### src/wdt_defines.svh
// Register offsets, field positions, reset values and timing counts of the watchdog
`ifndef WDT_DEFINES_SVH
`define WDT_DEFINES_SVH

// ==========================================================
// Register offsets
`define WDT_CTRL_ADDR 8'h8F
`define WDT_STAT_ADDR 8'hA0
`define WDT_MASK_ADDR 8'hA1
`define WDT_CNT_LO_ADDR 8'hA2
`define WDT_CNT_HI_ADDR 8'hA3

// ==========================================================
// Control register fields
`define WDT_EN_BIT 7
`define WDT_CLR_BIT 6
`define WDT_IDLE_RUN_BIT 5
`define WDT_PS_MSB 2
`define WDT_PS_LSB 0

// ==========================================================
// Status and mask register fields
`define WDT_EV_TIMEOUT_BIT 0
`define WDT_EV_CLEARED_BIT 1
`define WDT_EV_WIDTH 2

// ==========================================================
// Reset values
`define WDT_CTRL_RESET 8'h00
`define WDT_EV_RESET 2'h0
`define WDT_RDATA_RESET 8'h00

// ==========================================================
// Timing
`define WDT_CLK_PERIOD_NS 100
`define WDT_CLKS_PER_COUNT 12
`define WDT_TIMER_BITS 14
`define WDT_TIMEOUT_TICKS 16384
`define WDT_RESET_HOLD_NS 2400
`define WDT_RESET_HOLD_CYCLES ((`WDT_RESET_HOLD_NS + `WDT_CLK_PERIOD_NS - 1) / `WDT_CLK_PERIOD_NS)

`endif

### src/wdt_pkg.sv
// Types shared by the watchdog modules
package wdt_pkg;

  // ==========================================================
  // Watchdog sequencing states, Gray along off, run, hold
  typedef enum logic [1:0] {
    WDT_ST_OFF = 2'b00,
    WDT_ST_RUN = 2'b01,
    WDT_ST_HOLD = 2'b11
  } wdt_state_t;

  // Prescaler select code
  typedef logic [2:0] wdt_ps_sel_t;

  // Timer count value
  typedef logic [13:0] wdt_count_t;

endpackage : wdt_pkg

### src/wdt_prescaler.sv
// Machine-cycle divider and selectable prescaler of the watchdog
`timescale 1ns/1ns
`include "wdt_defines.svh"
module wdt_prescaler
  import wdt_pkg::*;
(
  input wire logic clk,
  input wire logic rst_b,
  input wire logic ce,
  input wire logic clear,
  input wire logic run,
  input wire wdt_ps_sel_t ps_sel,
  output logic count_tick
);

  // ==========================================================
  // Select decode
  function automatic logic [8:0] wdt_divisor(input wdt_ps_sel_t sel);
    logic [8:0] d;
    d = 9'h002;
    unique case (sel)
      3'h0: d = 9'h002;
      3'h2: d = 9'h004;
      3'h1: d = 9'h008;
      3'h3: d = 9'h010;
      3'h4: d = 9'h020;
      3'h5: d = 9'h040;
      3'h6: d = 9'h080;
      3'h7: d = 9'h100;
    endcase
    return d;
  endfunction : wdt_divisor

  logic [3:0] mc_cnt_reg;
  logic [3:0] mc_cnt_next;
  logic [7:0] div_cnt_reg;
  logic [7:0] div_cnt_next;
  logic mc_end;
  logic div_end;

  // ==========================================================
  // Next values: twelve clocks per count, then divide by the select
  always_comb begin
    mc_end = (mc_cnt_reg == 4'(`WDT_CLKS_PER_COUNT - 1));
    div_end = ({1'b0, div_cnt_reg} == (wdt_divisor(ps_sel) - 9'h001));
    count_tick = run && mc_end && div_end;
    mc_cnt_next = mc_cnt_reg;
    div_cnt_next = div_cnt_reg;
    if (clear) begin
      mc_cnt_next = 4'h0;
      div_cnt_next = 8'h00;
    end else if (run) begin
      mc_cnt_next = mc_end ? 4'h0 : mc_cnt_reg + 4'h1;
      if (mc_end) begin
        div_cnt_next = div_end ? 8'h00 : div_cnt_reg + 8'h01;
      end
    end
  end

  // Registers, frozen while ce is low
  always_ff @(posedge clk or negedge rst_b) begin
    if (!rst_b) begin
      mc_cnt_reg <= 4'h0;
      div_cnt_reg <= 8'h00;
    end else if (ce) begin
      mc_cnt_reg <= mc_cnt_next;
      div_cnt_reg <= div_cnt_next;
    end
  end

endmodule : wdt_prescaler

### src/wdt_timer.sv
// Fourteen-bit watchdog timer with expiry detect
`timescale 1ns/1ns
`include "wdt_defines.svh"
module wdt_timer
  import wdt_pkg::*;
#(
  parameter int TIMEOUT_TICKS = `WDT_TIMEOUT_TICKS
) (
  input wire logic clk,
  input wire logic rst_b,
  input wire logic ce,
  input wire logic clear,
  input wire logic tick,
  output wdt_count_t count,
  output logic expire
);

  wdt_count_t count_reg;
  wdt_count_t count_next;

  // ==========================================================
  // Next count: wraps after the last tick of the interval
  always_comb begin
    expire = tick && (count_reg == 14'(TIMEOUT_TICKS - 1));
    count_next = count_reg;
    if (clear) begin
      count_next = 14'h0000;
    end else if (expire) begin
      count_next = 14'h0000;
    end else if (tick) begin
      count_next = count_reg + 14'h0001;
    end
  end

  // Count register
  always_ff @(posedge clk or negedge rst_b) begin
    if (!rst_b) begin
      count_reg <= 14'h0000;
    end else if (ce) begin
      count_reg <= count_next;
    end
  end

  assign count = count_reg;

endmodule : wdt_timer

### src/wdt_top.sv
// Watchdog timer unit: control register, sequencing, interrupt and reset request
//
// What this block does
// - The watchdog counts freely through a clock divider chain whose selected tap sets the interval.
// - A time-out while the watchdog is enabled raises the system reset request.
// - After device reset the watchdog is disabled and cannot raise a reset until software enables it.
// - Control bit 7 is the enable, and setting it arms the time-out reset; the count runs whether it is set or not.
// - Writing one to control bit 6 clears timer and prescaler, and hardware returns the bit to zero.
// - The clear of timer, prescaler and the clear bit happens on the cycle after the write.
// - Control bit 5 lets the watchdog run in idle mode when one and stops it there when zero.
// - Select codes 000,010,001,011,100,101,110,111 give division by 2,4,8,16,32,64,128,256.
// - The interval is 2 to the 14 counts, each of prescaler times twelve clocks.
// - Device reset clears the watchdog count to zero.
// - Idle mode stops only the processor, so the watchdog can keep counting in idle.
// - Device reset loads the control register with all zeros.
`timescale 1ns/1ns
`include "wdt_defines.svh"
module wdt_top
  import wdt_pkg::*;
#(
  parameter int TIMEOUT_TICKS = `WDT_TIMEOUT_TICKS
) (
  input wire logic clk,
  input wire logic rst_b,
  input wire logic ce,
  input wire logic [7:0] addr,
  input wire logic [7:0] wdata,
  input wire logic wr,
  input wire logic rd,
  output logic [7:0] rdata,
  input wire logic idle_request,
  output logic wd_reset,
  output logic irq
);

  // ==========================================================
  // Control register state
  logic wd_enable_reg;
  logic wd_enable_next;
  logic wd_clear_request_reg;
  logic wd_clear_request_next;
  logic wd_idle_run_reg;
  logic wd_idle_run_next;
  wdt_ps_sel_t ps_sel_reg;
  wdt_ps_sel_t ps_sel_next;

  // ==========================================================
  // Event, mask and read-back state
  logic [`WDT_EV_WIDTH-1:0] status_reg;
  logic [`WDT_EV_WIDTH-1:0] status_next;
  logic [`WDT_EV_WIDTH-1:0] mask_reg;
  logic [`WDT_EV_WIDTH-1:0] mask_next;
  logic [`WDT_EV_WIDTH-1:0] events;
  logic [7:0] rdata_reg;
  logic [7:0] rdata_next;
  logic irq_reg;
  logic irq_next;

  // ==========================================================
  // Sequencer state
  wdt_state_t state_reg;
  wdt_state_t state_next;
  logic [7:0] hold_cnt_reg;
  logic [7:0] hold_cnt_next;
  logic wd_reset_reg;
  logic wd_reset_next;

  // ==========================================================
  // Datapath links
  logic wr_ctrl;
  logic wr_stat;
  logic wr_mask;
  logic counting;
  logic chain_clear;
  logic hold_done;
  logic count_tick;
  logic expire;
  wdt_count_t count;

  // Register write decodes
  assign wr_ctrl = wr && (addr == `WDT_CTRL_ADDR);
  assign wr_stat = wr && (addr == `WDT_STAT_ADDR);
  assign wr_mask = wr && (addr == `WDT_MASK_ADDR);

  assign counting = !idle_request || wd_idle_run_reg;

  assign chain_clear = wd_clear_request_reg || hold_done;

  assign hold_done = (state_reg == WDT_ST_HOLD) &&
                     (hold_cnt_reg == 8'(`WDT_RESET_HOLD_CYCLES - 1));

  // ==========================================================
  // Divider chain
  // selectable divider tap
  wdt_prescaler u_prescaler (
    .clk(clk),
    .rst_b(rst_b),
    .ce(ce),
    .clear(chain_clear),
    .run(counting),
    .ps_sel(ps_sel_reg),
    .count_tick(count_tick)
  );

  wdt_timer #(
    .TIMEOUT_TICKS(TIMEOUT_TICKS)
  ) u_timer (
    .clk(clk),
    .rst_b(rst_b),
    .ce(ce),
    .clear(chain_clear),
    .tick(count_tick),
    .count(count),
    .expire(expire)
  );

  // ==========================================================
  // Control register next values
  always_comb begin
    wd_enable_next = wd_enable_reg;
    wd_idle_run_next = wd_idle_run_reg;
    ps_sel_next = ps_sel_reg;
    wd_clear_request_next = 1'b0;
    if (wr_ctrl) begin
      wd_enable_next = wdata[`WDT_EN_BIT];
      wd_idle_run_next = wdata[`WDT_IDLE_RUN_BIT];
      ps_sel_next = wdata[`WDT_PS_MSB:`WDT_PS_LSB];
      wd_clear_request_next = wdata[`WDT_CLR_BIT];
    end
    if (hold_done) begin
      wd_enable_next = 1'b0;
      wd_idle_run_next = 1'b0;
      ps_sel_next = 3'h0;
      wd_clear_request_next = 1'b0;
    end
  end

  // Control registers
  always_ff @(posedge clk or negedge rst_b) begin
    if (!rst_b) begin
      wd_enable_reg <= 1'(`WDT_CTRL_RESET >> `WDT_EN_BIT);
      wd_clear_request_reg <= 1'b0;
      wd_idle_run_reg <= 1'b0;
      ps_sel_reg <= 3'h0;
    end else if (ce) begin
      wd_enable_reg <= wd_enable_next;
      wd_clear_request_reg <= wd_clear_request_next;
      wd_idle_run_reg <= wd_idle_run_next;
      ps_sel_reg <= ps_sel_next;
    end
  end

  // ==========================================================
  // Sequencer next values
  always_comb begin
    state_next = state_reg;
    hold_cnt_next = 8'h00;
    wd_reset_next = 1'b0;
    unique case (state_reg)
      WDT_ST_OFF: begin
        // a time-out in the arming cycle still resets
        if (wd_enable_reg && expire) begin
          state_next = WDT_ST_HOLD;
          wd_reset_next = 1'b1;
        end else if (wd_enable_reg) begin
          state_next = WDT_ST_RUN;
        end
      end
      WDT_ST_RUN: begin
        if (!wd_enable_next) begin
          state_next = WDT_ST_OFF;
        end else if (expire && wd_enable_reg) begin
          state_next = WDT_ST_HOLD;
          wd_reset_next = 1'b1;
        end
      end
      WDT_ST_HOLD: begin
        wd_reset_next = !hold_done;
        hold_cnt_next = hold_cnt_reg + 8'h01;
        if (hold_done) begin
          state_next = WDT_ST_OFF;
          hold_cnt_next = 8'h00;
        end
      end
      default: begin
        state_next = WDT_ST_OFF;
      end
    endcase
  end

  // Sequencer registers
  always_ff @(posedge clk or negedge rst_b) begin
    if (!rst_b) begin
      state_reg <= WDT_ST_OFF;
      hold_cnt_reg <= 8'h00;
      wd_reset_reg <= 1'b0;
    end else if (ce) begin
      state_reg <= state_next;
      hold_cnt_reg <= hold_cnt_next;
      wd_reset_reg <= wd_reset_next;
    end
  end

  // ==========================================================
  // Events, mask and interrupt next values
  always_comb begin
    events = `WDT_EV_RESET;
    events[`WDT_EV_TIMEOUT_BIT] = expire;
    events[`WDT_EV_CLEARED_BIT] = wd_clear_request_reg;
    status_next = status_reg;
    if (wr_stat) begin
      status_next = status_reg & ~wdata[`WDT_EV_WIDTH-1:0];
    end
    // A new event wins over a same-cycle clear
    status_next = status_next | events;
    mask_next = wr_mask ? wdata[`WDT_EV_WIDTH-1:0] : mask_reg;
    irq_next = |(status_next & mask_next);
  end

  // Event registers
  always_ff @(posedge clk or negedge rst_b) begin
    if (!rst_b) begin
      status_reg <= `WDT_EV_RESET;
      mask_reg <= `WDT_EV_RESET;
      irq_reg <= 1'b0;
    end else if (ce) begin
      status_reg <= status_next;
      mask_reg <= mask_next;
      irq_reg <= irq_next;
    end
  end

  // ==========================================================
  // Read data next value, zero outside a read and for unmapped offsets
  always_comb begin
    rdata_next = `WDT_RDATA_RESET;
    if (rd) begin
      unique case (addr)
        `WDT_CTRL_ADDR: begin
          rdata_next[`WDT_EN_BIT] = wd_enable_reg;
          rdata_next[`WDT_CLR_BIT] = wd_clear_request_reg;
          rdata_next[`WDT_IDLE_RUN_BIT] = wd_idle_run_reg;
          rdata_next[`WDT_PS_MSB:`WDT_PS_LSB] = ps_sel_reg;
        end
        `WDT_STAT_ADDR: begin
          rdata_next[`WDT_EV_WIDTH-1:0] = status_reg;
        end
        `WDT_MASK_ADDR: begin
          rdata_next[`WDT_EV_WIDTH-1:0] = mask_reg;
        end
        `WDT_CNT_LO_ADDR: begin
          rdata_next = count[7:0];
        end
        `WDT_CNT_HI_ADDR: begin
          rdata_next = {2'h0, count[13:8]};
        end
        default: begin
          rdata_next = `WDT_RDATA_RESET;
        end
      endcase
    end
  end

  // Read data register
  always_ff @(posedge clk or negedge rst_b) begin
    if (!rst_b) begin
      rdata_reg <= `WDT_RDATA_RESET;
    end else if (ce) begin
      rdata_reg <= rdata_next;
    end
  end

  // ==========================================================
  // Outputs straight from flip-flops
  assign rdata = rdata_reg;
  assign wd_reset = wd_reset_reg;
  assign irq = irq_reg;

endmodule : wdt_top

### config.mk
export PLATFORM = sky130hd
export DESIGN_NAME = wdt_top
export DESIGN_NICKNAME = d
export VERILOG_FILES = /design/src/wdt_pkg.sv /design/src/wdt_prescaler.sv /design/src/wdt_timer.sv /design/src/wdt_top.sv
export VERILOG_INCLUDE_DIRS = /design/src
export SDC_FILE = /design/constraint.sdc
export NUM_CORES = 1
export LEC_CHECK = 0
export BUFFER_PORTS_ARGS = -buffer_cell sky130_fd_sc_hd__buf_2
export CORE_ASPECT_RATIO = 2
export CORE_UTILIZATION = 46
export DETAILED_ROUTE_END_ITERATION = 8
export MAX_ROUTING_LAYER = met4
export PLACE_DENSITY = 0.67
export SETUP_SLACK_MARGIN = 0.5
export SLEW_MARGIN = 20
export SYNTH_ARGS = -nofsm -noshare
export SYNTH_HDL_FRONTEND = slang
export SYNTH_HIERARCHICAL = 1
export SYNTH_SLANG_ARGS = --single-unit
### constraint.sdc
create_clock -name clk -period 2.58 [get_ports clk]
set_input_delay 0.387 -clock clk [delete_from_list [all_inputs] [get_ports clk]]
set_output_delay 0.387 -clock clk [all_outputs]
set_load 0.005 [all_outputs]
==> impl_metrics.toml, run 1 <==
[worst_setup_path]
slowest_delay_ns = 0.47
r2r_start = "ps_sel_reg[1]"
slowest_stage = "or4_4"
path_cells = "or3_4, a21oi_2, o311a_4, o311a_4, nand3_2, or4_4, buf_6, a21oi_4, nor2_1"
timing.rr.end = "u_timer/count[13]"
crit_type = "reg -> reg"
reg2reg_slack_ns = 0.03
worst_ep_arrival_time_ns = 2.73
r2r_cells = 9
cp.required_ns = 2.76
crit_top_cell = "o311a_4"
startpoint_type = "flop"
cp-end-kind = "flop"
critPathMaxFanout = 8

[sta]
worst_pin_slew_ns = 0.650
drv_slew = 0
holdWs_ns = 0.108
slew-limit-headroom_pct = 56.7
rsz0062_at_grt = "true"
finalHoldViolCount = 0
period_share_pct = 98.7
clock.fmax_ghz = 0.393
finalClockSkew_ns = 0.0113
setup_viol = 0
setup_tns_ns = 0
min_period_ns = 2.55

[power_and_ir_drop]
max-vdd-ir-drop_uv = 486
leakagePower_uw = 0.00177
pwr_density_cell_nw_per_um2 = 551

[floorplanning]
die_w_microns = 62.2
io_pins = 32
core-area_sq_um = 6990
die_area_sq_um = 7610
die_h_microns = 122
start_util_pct = 47.6
placementRows = 43

[synthesis]
synth_nets = 365
avgSynthCellArea_sq_um = 9.83
netlist.area_leader.share_pct = 42.1
synth.distinct_cells = 74
ys_seq_area_share_pct = 42.1
synth_edf_count = 0
synth_area_leaders = "dfrtp_1 42%, mux2i_1 3.3%, nand3_1 3.2%, nor2_1 3.0%, inv_1 2.6%"
ys_warn_count = 6
syn_area_sq_um = 3330
synth_top_area_cell = "dfrtp_1"
ys.flop_type = "dfrtp_1"
ys_seq_elements = 56
synth_most_common_cell = "dfrtp_1"
netlist_top_cells_count = "56 x dfrtp_1, 27 x nor2_1, 23 x inv_1"
async_reset_ff_share_pct = 100
syn_inst = 339

[finish]
final_nets = 411
largest_reg_flops = 14
syn_to_final_growth_pct = 21.9
diodes = 0
drive_above_1_share_pct = 27.5

[global_route]
track_usage_pct = 24.1
grt_pass1_vias = 2851
antenna_found_initial = 0
grt_pass1_wl_microns = 13800
overflow = 0
grt_max_degree = 30

[placement]
place_hpwl_microns = 6090
port_buffers = 29
gp_congestion = 0.888

[flow_run]
maxCapViolations = 0

[clock_tree]
root_buffer = "clkbuf_16"
cts_buffer_depth = 2
cts_tree = "done"
cts_max_level = 2
path_clk_slew_ns = 0.08
clk_latency_ns = 0.30
hold_buffers = 0
cts.sinks = 56
numCtsBuffers = 5

[worst_hold_path]
min-delay-path-class = "in -> async"

[detailed_routing]
wl_microns = 8540
vias = 2851
first_pass_iters = 5
wire_per_inst_microns = 17.9
viasPerCell = 5.99
drtIter0Drc = 130
ant_nets = 0
drc_errors = 0

[status]
status = "completed"
-- per-layer routing --
metal | up-vias | GRT usage, % | wire, microns
met1 | 1413 | 24.0 | 3220
met5 | - | - | 0
met3 | 22 | 3.25 | 190
met2 | 58 | 45.5 | 4810
li1 | 1358 | - | -
met4 | 0 | 11.5 | 314
-- area by class of cell --
type / instances / area, sq um
fill: 633 / 2930
tap: 90 / 113
multi-input combinational: 248 / 1910
timing repair buffer: 51 / 334
inverter: 23 / 88.8
clock buffer: 5 / 125
sequential: 56 / 1410
clock inverter: 3 / 90.1
-- per-stage QoR --
stage	instances	instance area, sq um	power (uW)	setup WS [ns]	util (%)
finish	476	4060	2240	0.0326	58.1
global route	476	4060	2320	-0.0228	58.1
CTS	472	3970	2240	0.0482	56.7
detailed placement	455	3630	1250	0.0525	51.9
global placement	455	3630	1250	0.0746	51.9
floorplan	339	3380	1150	0.195	-
-- worst max-delay path, delay by kind of cell, from the launching register on --
family	cells	cell delay [ns]
buf+inv	1	0.16
simple gates	4	1.01
compound gates	4	0.81
flops	1	0.45
-- cell families after synthesis --
logic type	share of synthesized area, %
compound gates	16.3
xor+xnor	4.47
fa+ha+maj	1.50
buf+inv	5.03
flops	42.1
mux	5.67
simple gates	24.9
-- cells in the final DEF, fill, tap and decap left out, drive strengths merged, types with 3 or more instances in the layout --
master	n
dfrtp	56
buf	51
nor2	27
inv	23
nand3	22
nand2	20
o21ai	15
o22ai	12
nand4	12
mux2i	11
a21oi	10
xor2	9
xnor2	8
nor4	8
and3	7
a22o	6
nand2b	6
and2	6
clkbuf	5
nor3	5
or4	4
ha	4
nor3b	4
bufinv	3
o211ai	3
nor2b	3
and4	3
-- power breakdown --
| part | internal [uW] | switching [uW] | total [uW] | leakage, uW |
|---|---|---|---|---|
| clock network | 655 | 331 | 986 | 0.000104 |
| registers | 926 | 60.1 | 986 | 0.000729 |
| logic | 131 | 137 | 268 | 0.000939 |
| total | 1710 | 528 | 2240 | 0.00177 |
-- worst max-delay path by stage --
| stage | startpoint | end | slack, ns | cells past startpoint |
|---|---|---|---|---|
| final | ps_sel_reg[1] | u_timer/count[13] | 0.03 | 9 |
| after global routing | ps_sel_reg[1] | u_timer/count[4] | -0.02 | 9 |
| after CTS | ps_sel_reg[1] | u_timer/count[4] | 0.05 | 9 |
| after detailed placement | u_prescaler/div_cnt_reg[5] | u_timer/count[7] | 0.05 | 9 |
| after floorplan | ps_sel_reg[1] | state_reg[1] | 0.19 | 10 |
| after global placement | ps_sel_reg[1] | u_timer/count[4] | 0.07 | 9 |
-- what timing repair did --
| action | CTS | global route |
|---|---|---|
| buffers inserted | 9 | 4 |
| pin swaps | 6 | 7 |
| resized for setup | 16 | 12 |
| endpoints found under the setup margin | 27 | 27 |
Power figures use the tool's default switching activity.
==> run 2: changes to the inputs <==
Settings changed: SYNTH_HIERARCHICAL 1 to unset.
==> impl_metrics.toml, run 2 <==
[status]
status = "completed"

[synthesis]
synth_edf_count = 0
synth_nets = 378
syn_area_sq_um = 3180
ys_warn_count = 0
synth.distinct_cells = 50
ys_seq_elements = 56
synth_top_family_by_area = "simple AND/OR/NAND/NOR gates"
ys.flop_type = "dfrtp_1"
syn_inst = 352
synth_fa_ha_area_share_pct = 1.57
synth_most_common_cell = "dfrtp_1"
ys_seq_area_share_pct = 44.0
async_reset_ff_share_pct = 100
synth_area_leaders = "dfrtp_1 44%, nand2_1 4.4%, nand3_1 3.6%, o21ai_0 3.5%, nor2_1 2.9%"
synth_top_area_cell = "dfrtp_1"
netlist_top_cells_count = "56 x dfrtp_1, 37 x nand2_1, 25 x nor2_1"
muxShareOfSynthArea_pct = 5.39
synth_compound_area_share_pct = 16.2
synthSimpleGateAreaFrac_pct = 24.8
avgSynthCellArea_sq_um = 9.04
synth_xor_area_share_pct = 3.03
netlist.area_leader.share_pct = 44.0

[finish]
utilization_pct = 57.9
largest_reg_flops = 14
final_nets = 424
layout_commonest_cell = "dfrtp_1"
syn_to_final_growth_pct = 21.4
diodes = 0
final_cell_mix = "56 x dfrtp_1, 37 x nand2_1, 29 x buf_2, 24 x nor2_1, 24 x buf_4"
drive_above_1_share_pct = 24.6

[flow_run]
maxCapViolations = 0

[power_and_ir_drop]
max-vdd-ir-drop_uv = 276
leakagePower_uw = 0.00174
pwr_density_cell_nw_per_um2 = 499

[sta]
clock.fmax_ghz = 0.401
finalHoldViolCount = 0
setup_tns_ns = 0
worst_pin_slew_ns = 0.481
period_share_pct = 96.8
drv_slew = 0
min_period_ns = 2.50
fin_ws_ns = 0.0831
rsz0062_at_grt = "true"
holdWs_ns = 0.0387
finalClockSkew_ns = 0.00961
slew-limit-headroom_pct = 68.0
setup_viol = 0

[clock_tree]
cts_buffer_depth = 2
numCtsBuffers = 5
hold_buffers = 0
cts.sinks = 56
cts_max_level = 2
path_clk_slew_ns = 0.07
root_buffer = "clkbuf_16"
cts_tree = "done"
clk_latency_ns = 0.30

[floorplanning]
die_area_sq_um = 7270
die_w_microns = 60.8
placementRows = 42
io_pins = 32
start_util_pct = 47.7
die_h_microns = 120
core-area_sq_um = 6670

[worst_setup_path]
cp-end-kind = "flop"
crit_type = "reg -> reg"
critPathMaxFanout = 11
startpoint_type = "flop"
cp.required_ns = 2.80
worst_ep_arrival_time_ns = 2.72

[detailed_routing]
ant_nets = 0
wl_microns = 8420
drtIter0Drc = 196
first_pass_iters = 4
drc_errors = 0
vias = 2856
viasPerCell = 5.86
wire_per_inst_microns = 17.3

[global_route]
grt_max_degree = 47
grt_pass1_wl_microns = 13600
antenna_found_initial = 0
overflow = 0
track_usage_pct = 25.8
grt_pass1_vias = 2839

[placement]
post-place-ws_ns = 0.0229
place_hpwl_microns = 6200
port_buffers = 29
gp_congestion = 0.822

[worst_hold_path]
min-delay-path-class = "in -> async"
[run 2: changes by cell type in the layout (fill, tap and decap cells not counted), moves of 5 or more]
cell and delta:
o31ai_1 +5, nor3_2 +5, nand3_1 +6, a21oi_1 +5
buf_4 +6, nand3_2 -5, nand2_1 +18, or3_1 +5
[run 2: critical path: stages, from the launching register on]
cell and delay [ns]:
dfrtp_1 0.38, or4b_4 0.56, o41ai_4 0.28, buf_4 0.19
a21oi_4 0.06, o31a_1 0.28, buf_6 0.16, or3_1 0.34
a21oi_1 0.17
[run 2: path summary, 6_finish.rpt]
check / startpoint / to / slack (ns) / cells past startpoint
worst min-delay path: rst_b / hold_cnt_reg[4] / 0.04 / 1
max in group asynchronous: rst_b / status_reg[0] / 1.90 / 2
worst max-delay path: hold_cnt_reg[3] / u_timer.count[12] / 0.08 / 8
worst max register to register: hold_cnt_reg[3] / u_timer.count[12] / 0.08 / 8
min in group clk: wdata[6] / wd_clear_request_reg / 0.34 / 3
worst min register to register: hold_cnt_reg[0] / hold_cnt_reg[0] / 0.50 / 1
[run 2: power by group]
group          switching (uW)  internal, uW
sequential               67.5           926
combinational             133           103
clock                     312           388
[run 2: kinds of logic after synthesis]
family	count (synthesis)
AND/OR/NAND/NOR	151
multiplexers	14
XOR/XNOR	11
flip-flops	56
buffers and inverters	39
adder cells (fa/ha/maj)	4
AO/OA/AOI/OAI	77
[run 2: cell type report]
class / instances / area (sq um)
Clock buffer: 7 / 143
Fill cell: 621 / 2810
Timing Repair Buffer: 57 / 370
Inverter: 21 / 78.8
Sequential cell: 56 / 1400
Clock inverter: 1 / 7.51
Tap cell: 88 / 110
Multi-Input combinational cell: 257 / 1750
[run 2: metrics by stage]
step                instance area (sq um)  total power (uW)  cells
CTS                                  3770              1930    485
global placement                     3530              1210    469
global route                         3860              2020    487
finish                               3860              1930    487
detailed placement                   3530              1220    469
floorplan                            3230              1130    352
[run 2: what timing repair did]
item	CTS	global route
gates cloned	1	0
buffers inserted	7	2
gates resized for setup	6	21
pin swaps	3	9
setup endpoints to repair	30	38
[run 2: metal layers]
layer / global-route usage [%] / part of all wire (%)
met5: - / 0
met4: 11.5 / 2.4
met3: 3.56 / 2.4
met2: 46.3 / 58
met1: 26.3 / 37
